**src/pkg/ieu_params.svh**
```systemverilog
/*
 * Constants of the interrupt enable and priority unit: register
 * addresses, field positions, reset values, source order and vectors.
 * Assumes it is included by bare name from pkg/ on the include path.
 */
// Summary of operation
// RULE1 - build parameter picks six-source standard or thirteen-source extended unit
// RULE2 - external inputs 0 and 1 active low, each edge or level selectable
// RULE3 - extended unit: power-fail input level-sensitive, active high
// RULE4 - extended: requests 2,4 rising-edge; requests 3,5 falling-edge
// RULE5 - extended: watchdog request from input, rising edge, no internal source
// RULE6 - excluded serial ports or timer 2 never interrupt; their bits unused
// RULE7 - second serial enable and priority bits exist only in extended unit
// RULE8 - enable top bit gates all sources except power-fail
// RULE9 - enable bit 6 gates second serial port transmit or receive requests
// RULE10 - enable bit 5 gates timer 2 overflow or external flag requests
// RULE11 - enable bit 4 gates first serial port transmit or receive requests
// RULE12 - enable bits 3..0 gate timer1, ext1, timer0, ext0
// RULE13 - priority register top bit reserved, reads as one
// RULE14 - priority bit 6 sets second serial port low or high level
// RULE15 - priority bits 5,4 set timer 2 and first serial levels
// RULE16 - priority bits 3..0 set timer1, ext1, timer0, ext0 levels
// RULE17 - single-bit set, clear and test on enable and priority registers
// RULE18 - extended enable and priority registers exist only in extended unit
// RULE19 - equal-level requests resolved by fixed natural order, power-fail first
// RULE20 - routine preempted only by strictly higher level; power-fail alone top
// RULE21 - external inputs sampled once per instruction cycle at end of C4
// RULE22 - reset clears all enable and priority bits
// RULE23 - core clears edge-triggered external flags in software after service
`ifndef IEU_PARAMS_SVH
`define IEU_PARAMS_SVH

// ============================================================
// register addresses
`define IEU_ADDR_IE 8'hA8
`define IEU_ADDR_IP 8'hB8
`define IEU_ADDR_EIE 8'hE8
`define IEU_ADDR_EIP 8'hF8

// ============================================================
// field positions
`define IEU_IE_GLOBAL_BIT 7
`define IEU_IE_SER1_BIT 6
`define IEU_IP_RSVD_BIT 7
`define IEU_EXT_WDOG_BIT 4
`define IEU_EXT_IMPL_MASK 8'h1F
`define IEU_EXT_RSVD_MASK 8'hE0

// ============================================================
// reset values
`define IEU_IE_RESET 8'h00
`define IEU_IP_RESET 8'h00
`define IEU_EXT_RESET 8'h00

// ============================================================
// natural order of sources, lowest index wins among equals
`define IEU_NUM_SRC 13
`define IEU_SRC_PFI 0
`define IEU_SRC_EXT0 1
`define IEU_SRC_TMR0 2
`define IEU_SRC_EXT1 3
`define IEU_SRC_TMR1 4
`define IEU_SRC_SER0 5
`define IEU_SRC_TMR2 6
`define IEU_SRC_SER1 7
`define IEU_SRC_EXT2 8
`define IEU_SRC_WDOG 12

// ============================================================
// vector addresses, by natural order
`define IEU_VEC_TABLE {8'h63, 8'h5B, 8'h53, 8'h4B, 8'h43, 8'h3B, \
  8'h2B, 8'h23, 8'h1B, 8'h13, 8'h0B, 8'h03, 8'h33}

// conditioned inputs: ext0, ext1, pfi, ext2..ext5, watchdog
`define IEU_NUM_COND 8
`define IEU_COND_ACTIVE_HIGH 8'hAC
`define IEU_COND_EDGE_FIXED 8'hF8

`endif

```
**src/pkg/ieu_pkg.sv**
```systemverilog
/*
 * Types of the interrupt enable and priority unit.
 * Assumes ieu_params.svh is compiled alongside it.
 */
package ieu_pkg;

  // ============================================================
  // request levels, ordered so a plain compare gives precedence
  typedef enum logic [1:0] {
    IEU_LVL_NONE = 2'b00,
    IEU_LVL_LOW = 2'b01,
    IEU_LVL_HIGH = 2'b10,
    IEU_LVL_TOP = 2'b11
  } ieu_level_e;

  typedef logic [3:0] ieu_src_t;

endpackage : ieu_pkg

```
**src/pkg/ieu_src_if.sv**
```systemverilog
/*
 * Carrier between the unit and one input conditioner.
 * Assumes both ends share clk and rst_n.
 */
`timescale 1ns/1ps
interface ieu_src_if;
  logic sample;
  logic raw;
  logic edge_mode;
  logic clr;
  logic flag;

  modport cond (input sample, input raw, input edge_mode, input clr,
                output flag);
  modport ctl (output sample, output raw, output edge_mode, output clr,
               input flag);
endinterface : ieu_src_if

```
**src/design/ieu_req_cond.sv**
```systemverilog
/*
 * Input conditioner: samples one request pin once per instruction
 * cycle and turns it into a level or a sticky edge flag.
 * Assumes the sample strobe is a one-cycle pulse at the end of C4.
 */
`timescale 1ns/1ps
module ieu_req_cond #(
  parameter bit ACTIVE_HIGH = 1'b1
) (
  input wire logic clk,
  input wire logic rst_n,
  ieu_src_if.cond s
);

  logic lvl_q;
  logic lvl_d;
  logic flag_q;
  logic flag_d;
  logic active;
  logic edge_seen;

  // ============================================================
  // sampling and edge detection
  always_comb begin
    active = ACTIVE_HIGH ? s.raw : ~s.raw; // RULE2 RULE4
    lvl_d = s.sample ? active : lvl_q; // RULE21
    edge_seen = s.sample & active & ~lvl_q;
    // set beats clear so an edge in the clearing cycle survives
    if (edge_seen) begin
      flag_d = 1'b1;
    end else if (s.clr) begin
      flag_d = 1'b0;
    end else begin
      flag_d = flag_q;
    end
  end

  always_ff @(posedge clk or negedge rst_n) begin
    if (!rst_n) begin
      lvl_q <= 1'b0;
      flag_q <= 1'b0;
    end else begin
      lvl_q <= lvl_d;
      flag_q <= flag_d;
    end
  end

  assign s.flag = s.edge_mode ? flag_q : lvl_q; // RULE2 RULE3

endmodule : ieu_req_cond

```
**src/design/ieu_top.sv**
```systemverilog
/*
 * Interrupt enable and priority unit: enable and priority registers on
 * the special-function bus, source masking, priority choice over low, high and power-fail top levels
 * and in-service level tracking.
 * Assumes the core drives one-cycle strobes synchronous to clk, raises
 * irq_ack when it vectors and irq_reti when a routine returns.
 */
`timescale 1ns/1ps
`include "ieu_params.svh"
module ieu_top #(
  parameter bit EXTD_INTR = 1'b1, // RULE1
  parameter int SERIAL = 2,
  parameter bit TIMER2 = 1'b1
) (
  input wire logic clk,
  input wire logic rst_n,
  input wire logic [7:0] sfr_addr,
  input wire logic [7:0] sfr_wdata,
  input wire logic sfr_wr,
  input wire logic sfr_rd,
  input wire logic sfr_bit_set,
  input wire logic sfr_bit_clr,
  input wire logic [2:0] sfr_bit_idx,
  output logic sfr_hit,
  output logic [7:0] sfr_rdata,
  output logic sfr_bit_rdata,
  input wire logic cycle_c4,
  input wire logic ext_req0_low,
  input wire logic ext_req1_low,
  input wire logic ext0_edge_mode,
  input wire logic ext1_edge_mode,
  input wire logic pfi,
  input wire logic pfi_enable,
  input wire logic ext_req2_high,
  input wire logic ext_req3_low,
  input wire logic ext_req4_high,
  input wire logic ext_req5_low,
  input wire logic wdti,
  input wire logic [7:0] ext_flag_clr,
  input wire logic timer0_overflow_flag,
  input wire logic timer1_overflow_flag,
  input wire logic timer2_overflow_flag,
  input wire logic timer2_external_flag,
  input wire logic serial0_tx_flag,
  input wire logic serial0_rx_flag,
  input wire logic serial1_tx_flag,
  input wire logic serial1_rx_flag,
  output logic [7:0] ext_flags,
  output logic irq_req,
  output logic [3:0] irq_src,
  output logic [7:0] irq_vector,
  input wire logic irq_ack,
  input wire logic irq_reti
);

  localparam logic [7:0] COND_AH = `IEU_COND_ACTIVE_HIGH;
  localparam logic [7:0] COND_EDGE = `IEU_COND_EDGE_FIXED;
  localparam logic [8*`IEU_NUM_SRC-1:0] VEC_TABLE = `IEU_VEC_TABLE;
  localparam bit SER0_ON = (SERIAL > 0);
  localparam bit SER1_ON = (SERIAL == 2) && EXTD_INTR;

  // ============================================================
  // register state
  logic [7:0] ie_q;
  logic [7:0] ie_d;
  logic [6:0] ip_q;
  logic [6:0] ip_d;
  logic [4:0] eie_q;
  logic [4:0] eie_d;
  logic [4:0] eip_q;
  logic [4:0] eip_d;
  logic [7:0] rdata_q;
  logic [7:0] rdata_d;
  logic rbit_q;
  logic rbit_d;

  logic hit_ie;
  logic hit_ip;
  logic hit_eie;
  logic hit_eip;
  logic [7:0] rd_val;
  logic [7:0] ie_vis;
  logic [7:0] ip_vis;

  // ============================================================
  // address decode
  always_comb begin
    hit_ie = (sfr_addr == `IEU_ADDR_IE);
    hit_ip = (sfr_addr == `IEU_ADDR_IP);
    hit_eie = EXTD_INTR && (sfr_addr == `IEU_ADDR_EIE); // RULE18
    hit_eip = EXTD_INTR && (sfr_addr == `IEU_ADDR_EIP); // RULE18
    sfr_hit = hit_ie | hit_ip | hit_eie | hit_eip;
  end

  // ============================================================
  // read values; absent bits read as zero, reserved top bits as one
  always_comb begin
    ie_vis = ie_q;
    ip_vis = {1'b1, ip_q}; // RULE13
    if (!EXTD_INTR) begin
      ie_vis[`IEU_IE_SER1_BIT] = 1'b0; // RULE7
      ip_vis[`IEU_IE_SER1_BIT] = 1'b0; // RULE7
    end
    if (hit_ie) begin
      rd_val = ie_vis;
    end else if (hit_ip) begin
      rd_val = ip_vis;
    end else if (hit_eie) begin
      rd_val = `IEU_EXT_RSVD_MASK | {3'b000, eie_q};
    end else if (hit_eip) begin
      rd_val = `IEU_EXT_RSVD_MASK | {3'b000, eip_q};
    end else begin
      rd_val = 8'h00;
    end
  end

  // ============================================================
  // writes, byte wide or single bit
  function automatic logic [7:0] upd(input logic [7:0] cur,
                                     input logic hit);
    logic [7:0] nv;
    nv = cur;
    if (hit && sfr_wr) begin
      nv = sfr_wdata;
    end else if (hit && sfr_bit_set) begin
      nv[sfr_bit_idx] = 1'b1; // RULE17
    end else if (hit && sfr_bit_clr) begin
      nv[sfr_bit_idx] = 1'b0; // RULE17
    end
    return nv;
  endfunction : upd

  always_comb begin
    logic [7:0] tmp;
    tmp = 8'h00;
    ie_d = upd(ie_q, hit_ie);
    if (!EXTD_INTR) begin
      ie_d[`IEU_IE_SER1_BIT] = 1'b0; // RULE7
    end
    tmp = upd({1'b1, ip_q}, hit_ip);
    ip_d = tmp[6:0];
    if (!EXTD_INTR) begin
      ip_d[`IEU_IE_SER1_BIT] = 1'b0; // RULE7
    end
    tmp = upd({3'b000, eie_q}, hit_eie) & `IEU_EXT_IMPL_MASK;
    eie_d = tmp[4:0];
    tmp = upd({3'b000, eip_q}, hit_eip) & `IEU_EXT_IMPL_MASK;
    eip_d = tmp[4:0];
    rdata_d = sfr_rd ? rd_val : rdata_q;
    rbit_d = sfr_rd ? rd_val[sfr_bit_idx] : rbit_q; // RULE17
  end

  always_ff @(posedge clk or negedge rst_n) begin
    if (!rst_n) begin
      ie_q <= `IEU_IE_RESET; // RULE22
      ip_q <= 7'(`IEU_IP_RESET); // RULE22
      eie_q <= 5'(`IEU_EXT_RESET); // RULE22
      eip_q <= 5'(`IEU_EXT_RESET); // RULE22
      rdata_q <= 8'h00;
      rbit_q <= 1'b0;
    end else begin
      ie_q <= ie_d;
      ip_q <= ip_d;
      eie_q <= eie_d;
      eip_q <= eip_d;
      rdata_q <= rdata_d;
      rbit_q <= rbit_d;
    end
  end

  assign sfr_rdata = rdata_q;
  assign sfr_bit_rdata = rbit_q;

  // ============================================================
  // input conditioning: ext0, ext1, pfi, ext2..ext5, watchdog
  ieu_src_if src [`IEU_NUM_COND] ();
  logic [7:0] cond_raw;
  logic [7:0] cond_edge;
  logic [7:0] cond_flag;

  assign cond_raw = {wdti, ext_req5_low, ext_req4_high, ext_req3_low,
                     ext_req2_high, pfi, ext_req1_low, ext_req0_low};
  assign cond_edge = COND_EDGE | {6'b000000, ext1_edge_mode,
                                  ext0_edge_mode}; // RULE2 RULE4 RULE5

  for (genvar g = 0; g < `IEU_NUM_COND; g++) begin : g_cond
    assign src[g].sample = cycle_c4; // RULE21
    assign src[g].raw = cond_raw[g];
    assign src[g].edge_mode = cond_edge[g];
    assign src[g].clr = ext_flag_clr[g]; // RULE23
    assign cond_flag[g] = src[g].flag;
    ieu_req_cond #(
      .ACTIVE_HIGH(COND_AH[g])
    ) u_cond (
      .clk(clk),
      .rst_n(rst_n),
      .s(src[g])
    );
  end

  assign ext_flags = cond_flag;

  // ============================================================
  // pending sources and their levels
  logic [`IEU_NUM_SRC-1:0] pend;
  logic [`IEU_NUM_SRC-1:0] hi;
  logic ga;

  always_comb begin
    ga = ie_q[`IEU_IE_GLOBAL_BIT]; // RULE8
    pend = '0;
    // power-fail ignores the global enable
    pend[`IEU_SRC_PFI] = EXTD_INTR & pfi_enable & cond_flag[2]; // RULE3 RULE8
    pend[`IEU_SRC_EXT0] = ga & ie_q[0] & cond_flag[0]; // RULE12
    pend[`IEU_SRC_TMR0] = ga & ie_q[1] & timer0_overflow_flag; // RULE12
    pend[`IEU_SRC_EXT1] = ga & ie_q[2] & cond_flag[1]; // RULE12
    pend[`IEU_SRC_TMR1] = ga & ie_q[3] & timer1_overflow_flag; // RULE12
    pend[`IEU_SRC_SER0] = SER0_ON & ga & ie_q[4]
                          & (serial0_tx_flag | serial0_rx_flag); // RULE6 RULE11
    pend[`IEU_SRC_TMR2] = TIMER2 & ga & ie_q[5]
                          & (timer2_overflow_flag
                             | timer2_external_flag); // RULE6 RULE10
    pend[`IEU_SRC_SER1] = SER1_ON & ga & ie_q[6]
                          & (serial1_tx_flag | serial1_rx_flag); // RULE6 RULE9
    for (int i = 0; i < 5; i++) begin
      pend[`IEU_SRC_EXT2 + i] = EXTD_INTR & ga & eie_q[i]
                                & cond_flag[3 + i]; // RULE4 RULE5
    end
    hi = '0;
    hi[7:1] = {ip_q[6], ip_q[5], ip_q[4], ip_q[3], ip_q[2], ip_q[1],
               ip_q[0]}; // RULE14 RULE15 RULE16
    hi[12:8] = eip_q;
  end

  // ============================================================
  // in-service levels and selection
  logic [2:0] isr_q;
  logic [2:0] isr_d;
  logic req_q;
  logic req_d;
  logic [3:0] sel_q;
  logic [3:0] sel_d;
  logic [1:0] sel_lvl_q;
  logic [1:0] sel_lvl_d;
  logic [1:0] cur_lvl;
  logic [7:0] vec_q;
  logic [7:0] vec_d;

  always_comb begin
    logic [1:0] lvl;
    logic found;
    lvl = ieu_pkg::IEU_LVL_NONE;
    found = 1'b0;
    if (isr_q[2]) begin
      cur_lvl = ieu_pkg::IEU_LVL_TOP;
    end else if (isr_q[1]) begin
      cur_lvl = ieu_pkg::IEU_LVL_HIGH;
    end else if (isr_q[0]) begin
      cur_lvl = ieu_pkg::IEU_LVL_LOW;
    end else begin
      cur_lvl = ieu_pkg::IEU_LVL_NONE;
    end
    sel_d = 4'h0;
    sel_lvl_d = ieu_pkg::IEU_LVL_NONE;
    // strictly greater keeps the earlier, natural-order winner
    for (int i = 0; i < `IEU_NUM_SRC; i++) begin
      if (i == `IEU_SRC_PFI) begin
        lvl = ieu_pkg::IEU_LVL_TOP; // RULE20
      end else if (hi[i]) begin
        lvl = ieu_pkg::IEU_LVL_HIGH;
      end else begin
        lvl = ieu_pkg::IEU_LVL_LOW;
      end
      if (pend[i] && (lvl > cur_lvl) && (!found || lvl > sel_lvl_d)) begin
        found = 1'b1; // RULE19 RULE20
        sel_d = 4'(i);
        sel_lvl_d = lvl;
      end
    end
    // withdraw the offer the cycle after the core takes it
    req_d = found & ~irq_ack;
    vec_d = VEC_TABLE[8*sel_d +: 8];
    isr_d = isr_q;
    if (irq_reti) begin
      if (isr_q[2]) begin
        isr_d[2] = 1'b0;
      end else if (isr_q[1]) begin
        isr_d[1] = 1'b0;
      end else begin
        isr_d[0] = 1'b0;
      end
    end
    if (irq_ack && req_q && sel_lvl_q != ieu_pkg::IEU_LVL_NONE) begin
      isr_d[sel_lvl_q - 2'd1] = 1'b1; // RULE20
    end
  end

  always_ff @(posedge clk or negedge rst_n) begin
    if (!rst_n) begin
      isr_q <= 3'b000;
      req_q <= 1'b0;
      sel_q <= 4'h0;
      sel_lvl_q <= ieu_pkg::IEU_LVL_NONE;
      vec_q <= 8'h00;
    end else begin
      isr_q <= isr_d;
      req_q <= req_d;
      sel_q <= sel_d;
      sel_lvl_q <= sel_lvl_d;
      vec_q <= vec_d;
    end
  end

  assign irq_req = req_q;
  assign irq_src = sel_q;
  assign irq_vector = vec_q;

endmodule : ieu_top

```
**config.mk**
```make
export PLATFORM = sky130hd
export DESIGN_NAME = ieu_top
export DESIGN_NICKNAME = d
export VERILOG_FILES = /design/src/pkg/ieu_pkg.sv /design/src/pkg/ieu_src_if.sv /design/src/design/ieu_req_cond.sv /design/src/design/ieu_top.sv
export VERILOG_INCLUDE_DIRS = /design/src /design/src/pkg
export SDC_FILE = /design/constraint.sdc
export NUM_CORES = 1
export LEC_CHECK = 0
export ABC_AREA = 1
export BUFFER_PORTS_ARGS = -buffer_cell sky130_fd_sc_hd__buf_2
export CORE_UTILIZATION = 58
export DETAILED_ROUTE_END_ITERATION = 10
export PLACE_DENSITY = 0.82
export SYNTH_ARGS = -nofsm -noshare
export SYNTH_HDL_FRONTEND = slang
export SYNTH_SLANG_ARGS = --single-unit
export TNS_END_PERCENT = 20
```
**constraint.sdc**
```tcl
create_clock -name clk -period 16.67 [get_ports clk]
set_input_delay 1.667 -clock clk [delete_from_list [all_inputs] [get_ports clk]]
set_output_delay 1.667 -clock clk [all_outputs]
set_load 0.01 [all_outputs]
```
Word-level counts from Yosys, hierarchy flattened

Index checks and enable logic that the tools add are counted.

Register bits: 67
Bits in latches: 0
Memory bits (writable): 0
Bits in read-only memories: 0
Output and inout bits: 31
Word-level logic and storage cells: 301
Memories kept: 0

Add/subtract/negate cells: 1
Multiply operators: 0
Div/mod/pow operators: 0
Magnitude comparators: 29
Equal/unequal tests: 4
Shift operators: 1
Mux-type cells: 95
Bitwise logic cells: 68
Reductions and logical operators: 77

Operator list:

| cell                                                                          | count |
|---|---|
| 104-bit by 8-bit indexed part select with 8-bit output (first input constant) | 1 |
| 2-bit 2-to-1 mux                                                              | 30 |
| 8-bit 2-to-1 mux                                                              | 7 |
| 2-bit > comparator                                                            | 24 |
| 1-bit logical AND                                                             | 41 |
| 1-bit bitwise AND                                                             | 40 |
| 4-bit 2-to-1 mux                                                              | 9 |
| 1-bit 2-to-1 mux                                                              | 35 |
| 8-bit == test (second input constant)                                         | 4 |
| 5-bit 2-to-1 mux                                                              | 6 |
| 7-bit 2-to-1 mux                                                              | 3 |
| 2-bit nonzero test                                                            | 8 |
| 1-bit zero test                                                               | 12 |
| 1-bit logical OR                                                              | 12 |
| 1-bit inverter                                                                | 12 |
| 3-bit nonzero test                                                            | 4 |
| 5-bit bitwise AND                                                             | 2 |
| 5-bit bitwise OR                                                              | 2 |
| 8-bit bitwise AND                                                             | 1 |
| 8-bit inverter                                                                | 1 |
| 8-bit bitwise OR                                                              | 1 |
| 7-bit bitwise AND                                                             | 1 |
| 7-bit bitwise OR                                                              | 1 |
| 3-bit 2-to-1 mux                                                              | 2 |
| 11 further kinds                                                              | 16 |

Logic depth before layout (Yosys ltp)

Depth after elaboration: 55
Mapped depth: 111
Depth with buffers taken out: 111

Hierarchy

A second synthesis with hierarchy kept.

Cells, all modules: 745
Area, all modules: 5,318.9 sq um

Modules (own cells, without submodules):

| module                               | times used | cells an instance | area an instance (sq um) |
|---|---|---|---|
| ieu_top                              | 1          | 653               | 4,573.1 |
| ieu_req_cond at g_cond[0].u_cond ... | 4          | 12                | 95.1 |
| ieu_req_cond at g_cond[2].u_cond ... | 4          | 11                | 91.3 |

Worst setup path before layout

OpenSTA, ideal clock, no wires.

Kind: input to register
From: in pfi_enable
To: reg vec_q[4], in the netlist irq_vector[4]
Library setup time: 119 ps
Data arrival time: 12,792 ps
Data required time: 16,551 ps
Path slack: 3,759 ps
Cell stages on the path: 105
Cells stage by stage: nand2_1 > nor2_1 > inv_1 > ha_1 > nor2_1 > nand2_1 > nand3_1 > nand2_1 > nand2_1 > inv_1 > ha_1 > inv_1 > nor2_1 > o21ai_0 > nand2_1 > nand2_1 > nand2_1 > nand2_1 > (+69 left out) > nand2_1 > nand2_1 > nor2_1 > inv_1 > nand2_1 > inv_1 > ha_1 > inv_1 > nor2_1 > o21ai_0 > o21ai_0 > nand2_1 > inv_1 > a21oi_4 > inv_2 > ha_1 > nor2_1 > o21a_1

Cells in the longest elaborated chain, start to end: 52

Ends and longest elaborated chain:

| what                                                         | RTL line       | text |
|---|---|---|
| start: declaration                                           | ieu_top.sv:33  | `input wire logic pfi_enable,` |
| 1-bit bitwise AND *                                          | ieu_top.sv:213 | `` pend[`IEU_SRC_PFI] = EXTD_INTR & pfi_enable & cond_flag[2]; `` |
| 1-bit logical AND *                                          | ieu_top.sv:274 | `if (pend[i] && (lvl > cur_lvl) && (!found \|\| lvl > sel_lvl_d)) begin` |
| 2-bit 2-to-1 mux / 1-bit 2-to-1 mux (equally long branches)  | ieu_top.sv:274 |  |
| 2-bit > comparator / 1-bit zero test (equally long branches) | ieu_top.sv:274 |  |
| 1-bit logical OR                                             | ieu_top.sv:274 |  |
| 1-bit logical AND                                            | ieu_top.sv:274 |  |
| 2-bit 2-to-1 mux / 1-bit 2-to-1 mux (equally long branches)  | ieu_top.sv:274 |  |
| 2-bit > comparator / 1-bit zero test (equally long branches) | ieu_top.sv:274 |  |
| (+38 left out)                                               | -              |  |
| 2-bit 2-to-1 mux / 1-bit 2-to-1 mux (equally long branches)  | ieu_top.sv:274 |  |
| 2-bit > comparator / 1-bit zero test (equally long branches) | ieu_top.sv:274 |  |
| 1-bit logical OR                                             | ieu_top.sv:274 |  |
| 1-bit logical AND                                            | ieu_top.sv:274 |  |
| 4-bit 2-to-1 mux *                                           | ieu_top.sv:274 |  |
| named net sel_d[0]                                           | ieu_top.sv:242 | `logic [3:0] sel_d;` |
| 104-bit by 8-bit indexed part select with 8-bit output *     | ieu_top.sv:282 | `vec_d = VEC_TABLE[8*sel_d +: 8];` |
| named net vec_d[4]                                           | ieu_top.sv:247 | `logic [7:0] vec_d;` |
| end signal: assignment                                       | ieu_top.sv:310 | `vec_q <= vec_d;` |
| end: declaration                                             | ieu_top.sv:246 | `logic [7:0] vec_q;` |

Mark *: on every way through the listed nets, which the timed path passes. The rest lies on a longest branch.
A chain may end at the register's enable or synchronous reset.

Worst setup path in the final report

Same ends and word-level chain as after synthesis.

==> impl_metrics.ini <==
[status]
status = complete, no violations

[die]
coreArea_um2 = 8341
row_count = 33
die_w_um = 95.36
start_util_pct = 60.61
die_area_um2 = 9093
io_pins = 86
fp.dieH_um = 95.36

[critical_path]
reg2regPathDepth = 101
start_kind = input pin
critPathKind = in -> reg
crit_family = simple AND/OR/NAND/NOR gates
crit_arrival_ns = 14.47
crit_top_cell = nand2_1
crit_path_max_fanout = 9
r2r_slack_ns = 3.11
cp.required_ns = 16.91
rr_endpoint = irq_vector[4]
cpMaxStageDelayCell = a21boi_0
critPathCaptureType = flop
worstReg2RegStart = isr_q[1]
path_buf_inv = 23
max_stage_delay_ns = 0.31

[sta]
setup_slack_ns = 2.436
tightestPinTransition_ns = 1.044
max_freq_mhz = 70.25
min_period_ns = 14.23
period_share_pct = 85.39
rsz0062_at_grt = false
setup_viol = 0
hold_violations = 0
finalMaxSlewViolations = 0
slew_headroom_pct = 29.87
skew_ns = 0.01296
setup_tns_ns = 0

[power_and_ir_drop]
p_leak_nw = 3.044
p_switching_mw = 0.1210
swShare_pct = 30.49
clkPwrFrac_pct = 35.7
power_density_nw_per_um2 = 69.30
intPower_mw = 0.2757
ir_worst_vdd_v = 0.00004039
pwr-share-comb_pct = 20.1
pwr-share-seq_pct = 44.1
fin_total_pwr_mw = 0.3967

[route]
wl_per_cell_um = 15.35
routed_wl_mm = 13.63
num_vias = 4981
ant_nets = 0
vias_per_cell = 5.609
drc = 0
dr.pass1.iters = 5
drt_iter0_drc = 197

[min_path]
whs_path_depth = 1
hp-class = reg -> reg
hold_end = g_cond[4].u_cond.flag_q
hp-start = g_cond[4].u_cond.lvl_q

[cts]
cts_made_buffers = 9
cts_tree = done
cts-root-buf = clkbuf_8
cts.sink_count = 64
post_cts_resized = 0
cts_buffer_depth = 2
clk_latency_ns = 0.35
cts_htree_levels = 3
path_clk_slew_ns = 0.07
post_cts_buffers = 0
hold_buffers = 0

[grt]
top_usage_layer = met2
antenna_found_initial = 0
grt_pass1_wl_mm = 22.31
grt.met3_usage_pct = 5.821
gr-usage-met2_pct = 54.94
grtUsageMet1_pct = 39.16
overflow = 0
grt_max_degree = 65
grt_pass1_vias = 4872
groute.usage.overall_pct = 32.42

[logic_synthesis]
ys_top_cells_by_area = dfrtp_1 (32%), ha_1 (12%), nand2_1 (11%), inv_1 (8.2%), o21ai_0 (5.3%)
synth_top_area_share_pct = 31.68
synth_most_common_cell = nand2_1
syn_area_per_cell_um2 = 7.232
ys_seq_area_share_pct = 31.68
synth_edf_count = 0
synthCells = 699
synth_area_um2 = 5055
synth_seq_cells = 64
synth-async-reset-ratio_pct = 100.0
synth_commonest_cells = nand2_1 (153), inv_1 (110), nor2_1 (65)
synth_warnings = 0
synth_top_area_cell = dfrtp_1
synth_cell_type_count = 45
synth-main-ff-cell = dfrtp_1

[place]
pre_cts_ws_ns = 2.251
port_buffers = 82
gp_congestion = 0.9349
hpwl_mm = 10.69

[final_layout]
drive_above_1_share_pct = 18.01
nets = 882
area_growth_pct = 13.24
n_antenna_cell = 0

[job]
maxCapViolations = 0
-- worst register-to-register path, delay by kind of cell (launching register included) --
family                   cells  cell delay, ns
AO/OA/AOI/OAI               18            3.00
adder cells (fa/ha/maj)     13            3.65
buffers and inverters       22            1.62
flip-flops                   1            0.40
AND/OR/NAND/NOR             48            4.81
-- logic make-up (layout without fill, tap and decap cells) --
family          Yosys count  in the layout  synth area share [%]
simple gates            309            309                 27.57
compound gates          141            141                 17.65
buf+inv                 135            218                 10.92
flops                    64             64                 31.68
fa+ha+maj                48             48                 11.88
other cells               1              2               0.07419
mux                       1              1                0.2228
-- worst max-delay path by stage --
stage          startpoint             to  slack [ns]  depth (start not counted)
4_1_cts        pfi_enable  irq_vector[4]        2.49                        103
6_report       pfi_enable  irq_vector[4]        2.44                        103
2_1_floorplan  pfi_enable  irq_vector[4]        3.76                        105
3_3_place_gp   pfi_enable  irq_vector[4]        2.69                        103
5_1_grt        pfi_enable  irq_vector[4]        0.76                        103
3_5_place_dp   pfi_enable  irq_vector[4]        2.25                        103
-- layout by cell type, fill, tap and decap left out, drive strengths merged, types with 2 or more instances in the layout --
cell type,Yosys,routed
a2111oi,6,6
a211oi,2,2
a21boi,3,3
a21oi,30,30
a221oi,2,2
a31oi,8,8
buf,12,86
clkbuf,6,13
clkinv,3,3
conb,1,2
dfrtp,64,64
ha,48,48
inv,114,114
nand2,172,172
nand3,42,42
nand4,5,5
nor2,66,66
nor3,17,17
nor4,3,3
o211ai,8,8
o21a,3,3
o21ai,58,58
o221ai,3,3
o22ai,9,9
o31ai,4,4
or2,2,2
-- through the flow --
stage                     std cells  hold slack (ns)  util, %  cell area (um2)
after global placement          873           0.4398    66.16             5518
after CTS                       888           0.4632    68.63             5724
after detailed placement        873           0.4493    66.16             5518
after global routing            888           0.4687    68.63             5724
final                           888           0.4595    68.63             5724
after floorplan                 700           0.4339        -             5059
-- routing by layer --
layer | share of wire (%) | vias to the layer above
met5 | 0 | -
met1 | 43 | 2310
met2 | 47 | 170
met4 | 4.1 | 0
met3 | 5.2 | 37
li1 | - | 2464
-- cell type report --
| type | count | area (um2) |
|---|---|---|
| multi-input cells | 501 | 2905 |
| fillers | 724 | 2616 |
| flip-flops and latches | 64 | 1602 |
| repair buffers | 86 | 440.4 |
| inverters | 117 | 439.2 |
| clock buffers | 13 | 168.9 |
| well taps | 105 | 131.4 |
| clock inverters | 2 | 37.54 |
-- power by group through the flow --
stage | Clock [mW] | Sequential [mW] | Combinational, mW
after CTS | 0.144 | 0.175 | 0.0799
after global routing | 0.149 | 0.176 | 0.0917
after global placement | 0 | 0.177 | 0.0755
final | 0.142 | 0.175 | 0.0798
after detailed placement | 0 | 0.178 | 0.0795
after floorplan | 0 | 0.175 | 0.0535
-- registers in the layout (all words and copies together), names as in the netlist --
register / count
sfr_bit_rdata: 1
eie_q: 5
g_cond.u_cond.flag_q: 7
sel_lvl_q: 2
sfr_rdata: 8
eip_q: 5
irq_vector: 5
irq_src: 4
isr_q: 3
g_cond.u_cond.lvl_q: 8
ie_q: 8
irq_req: 1
ip_q: 7
(Power assumes the default switching activity.)
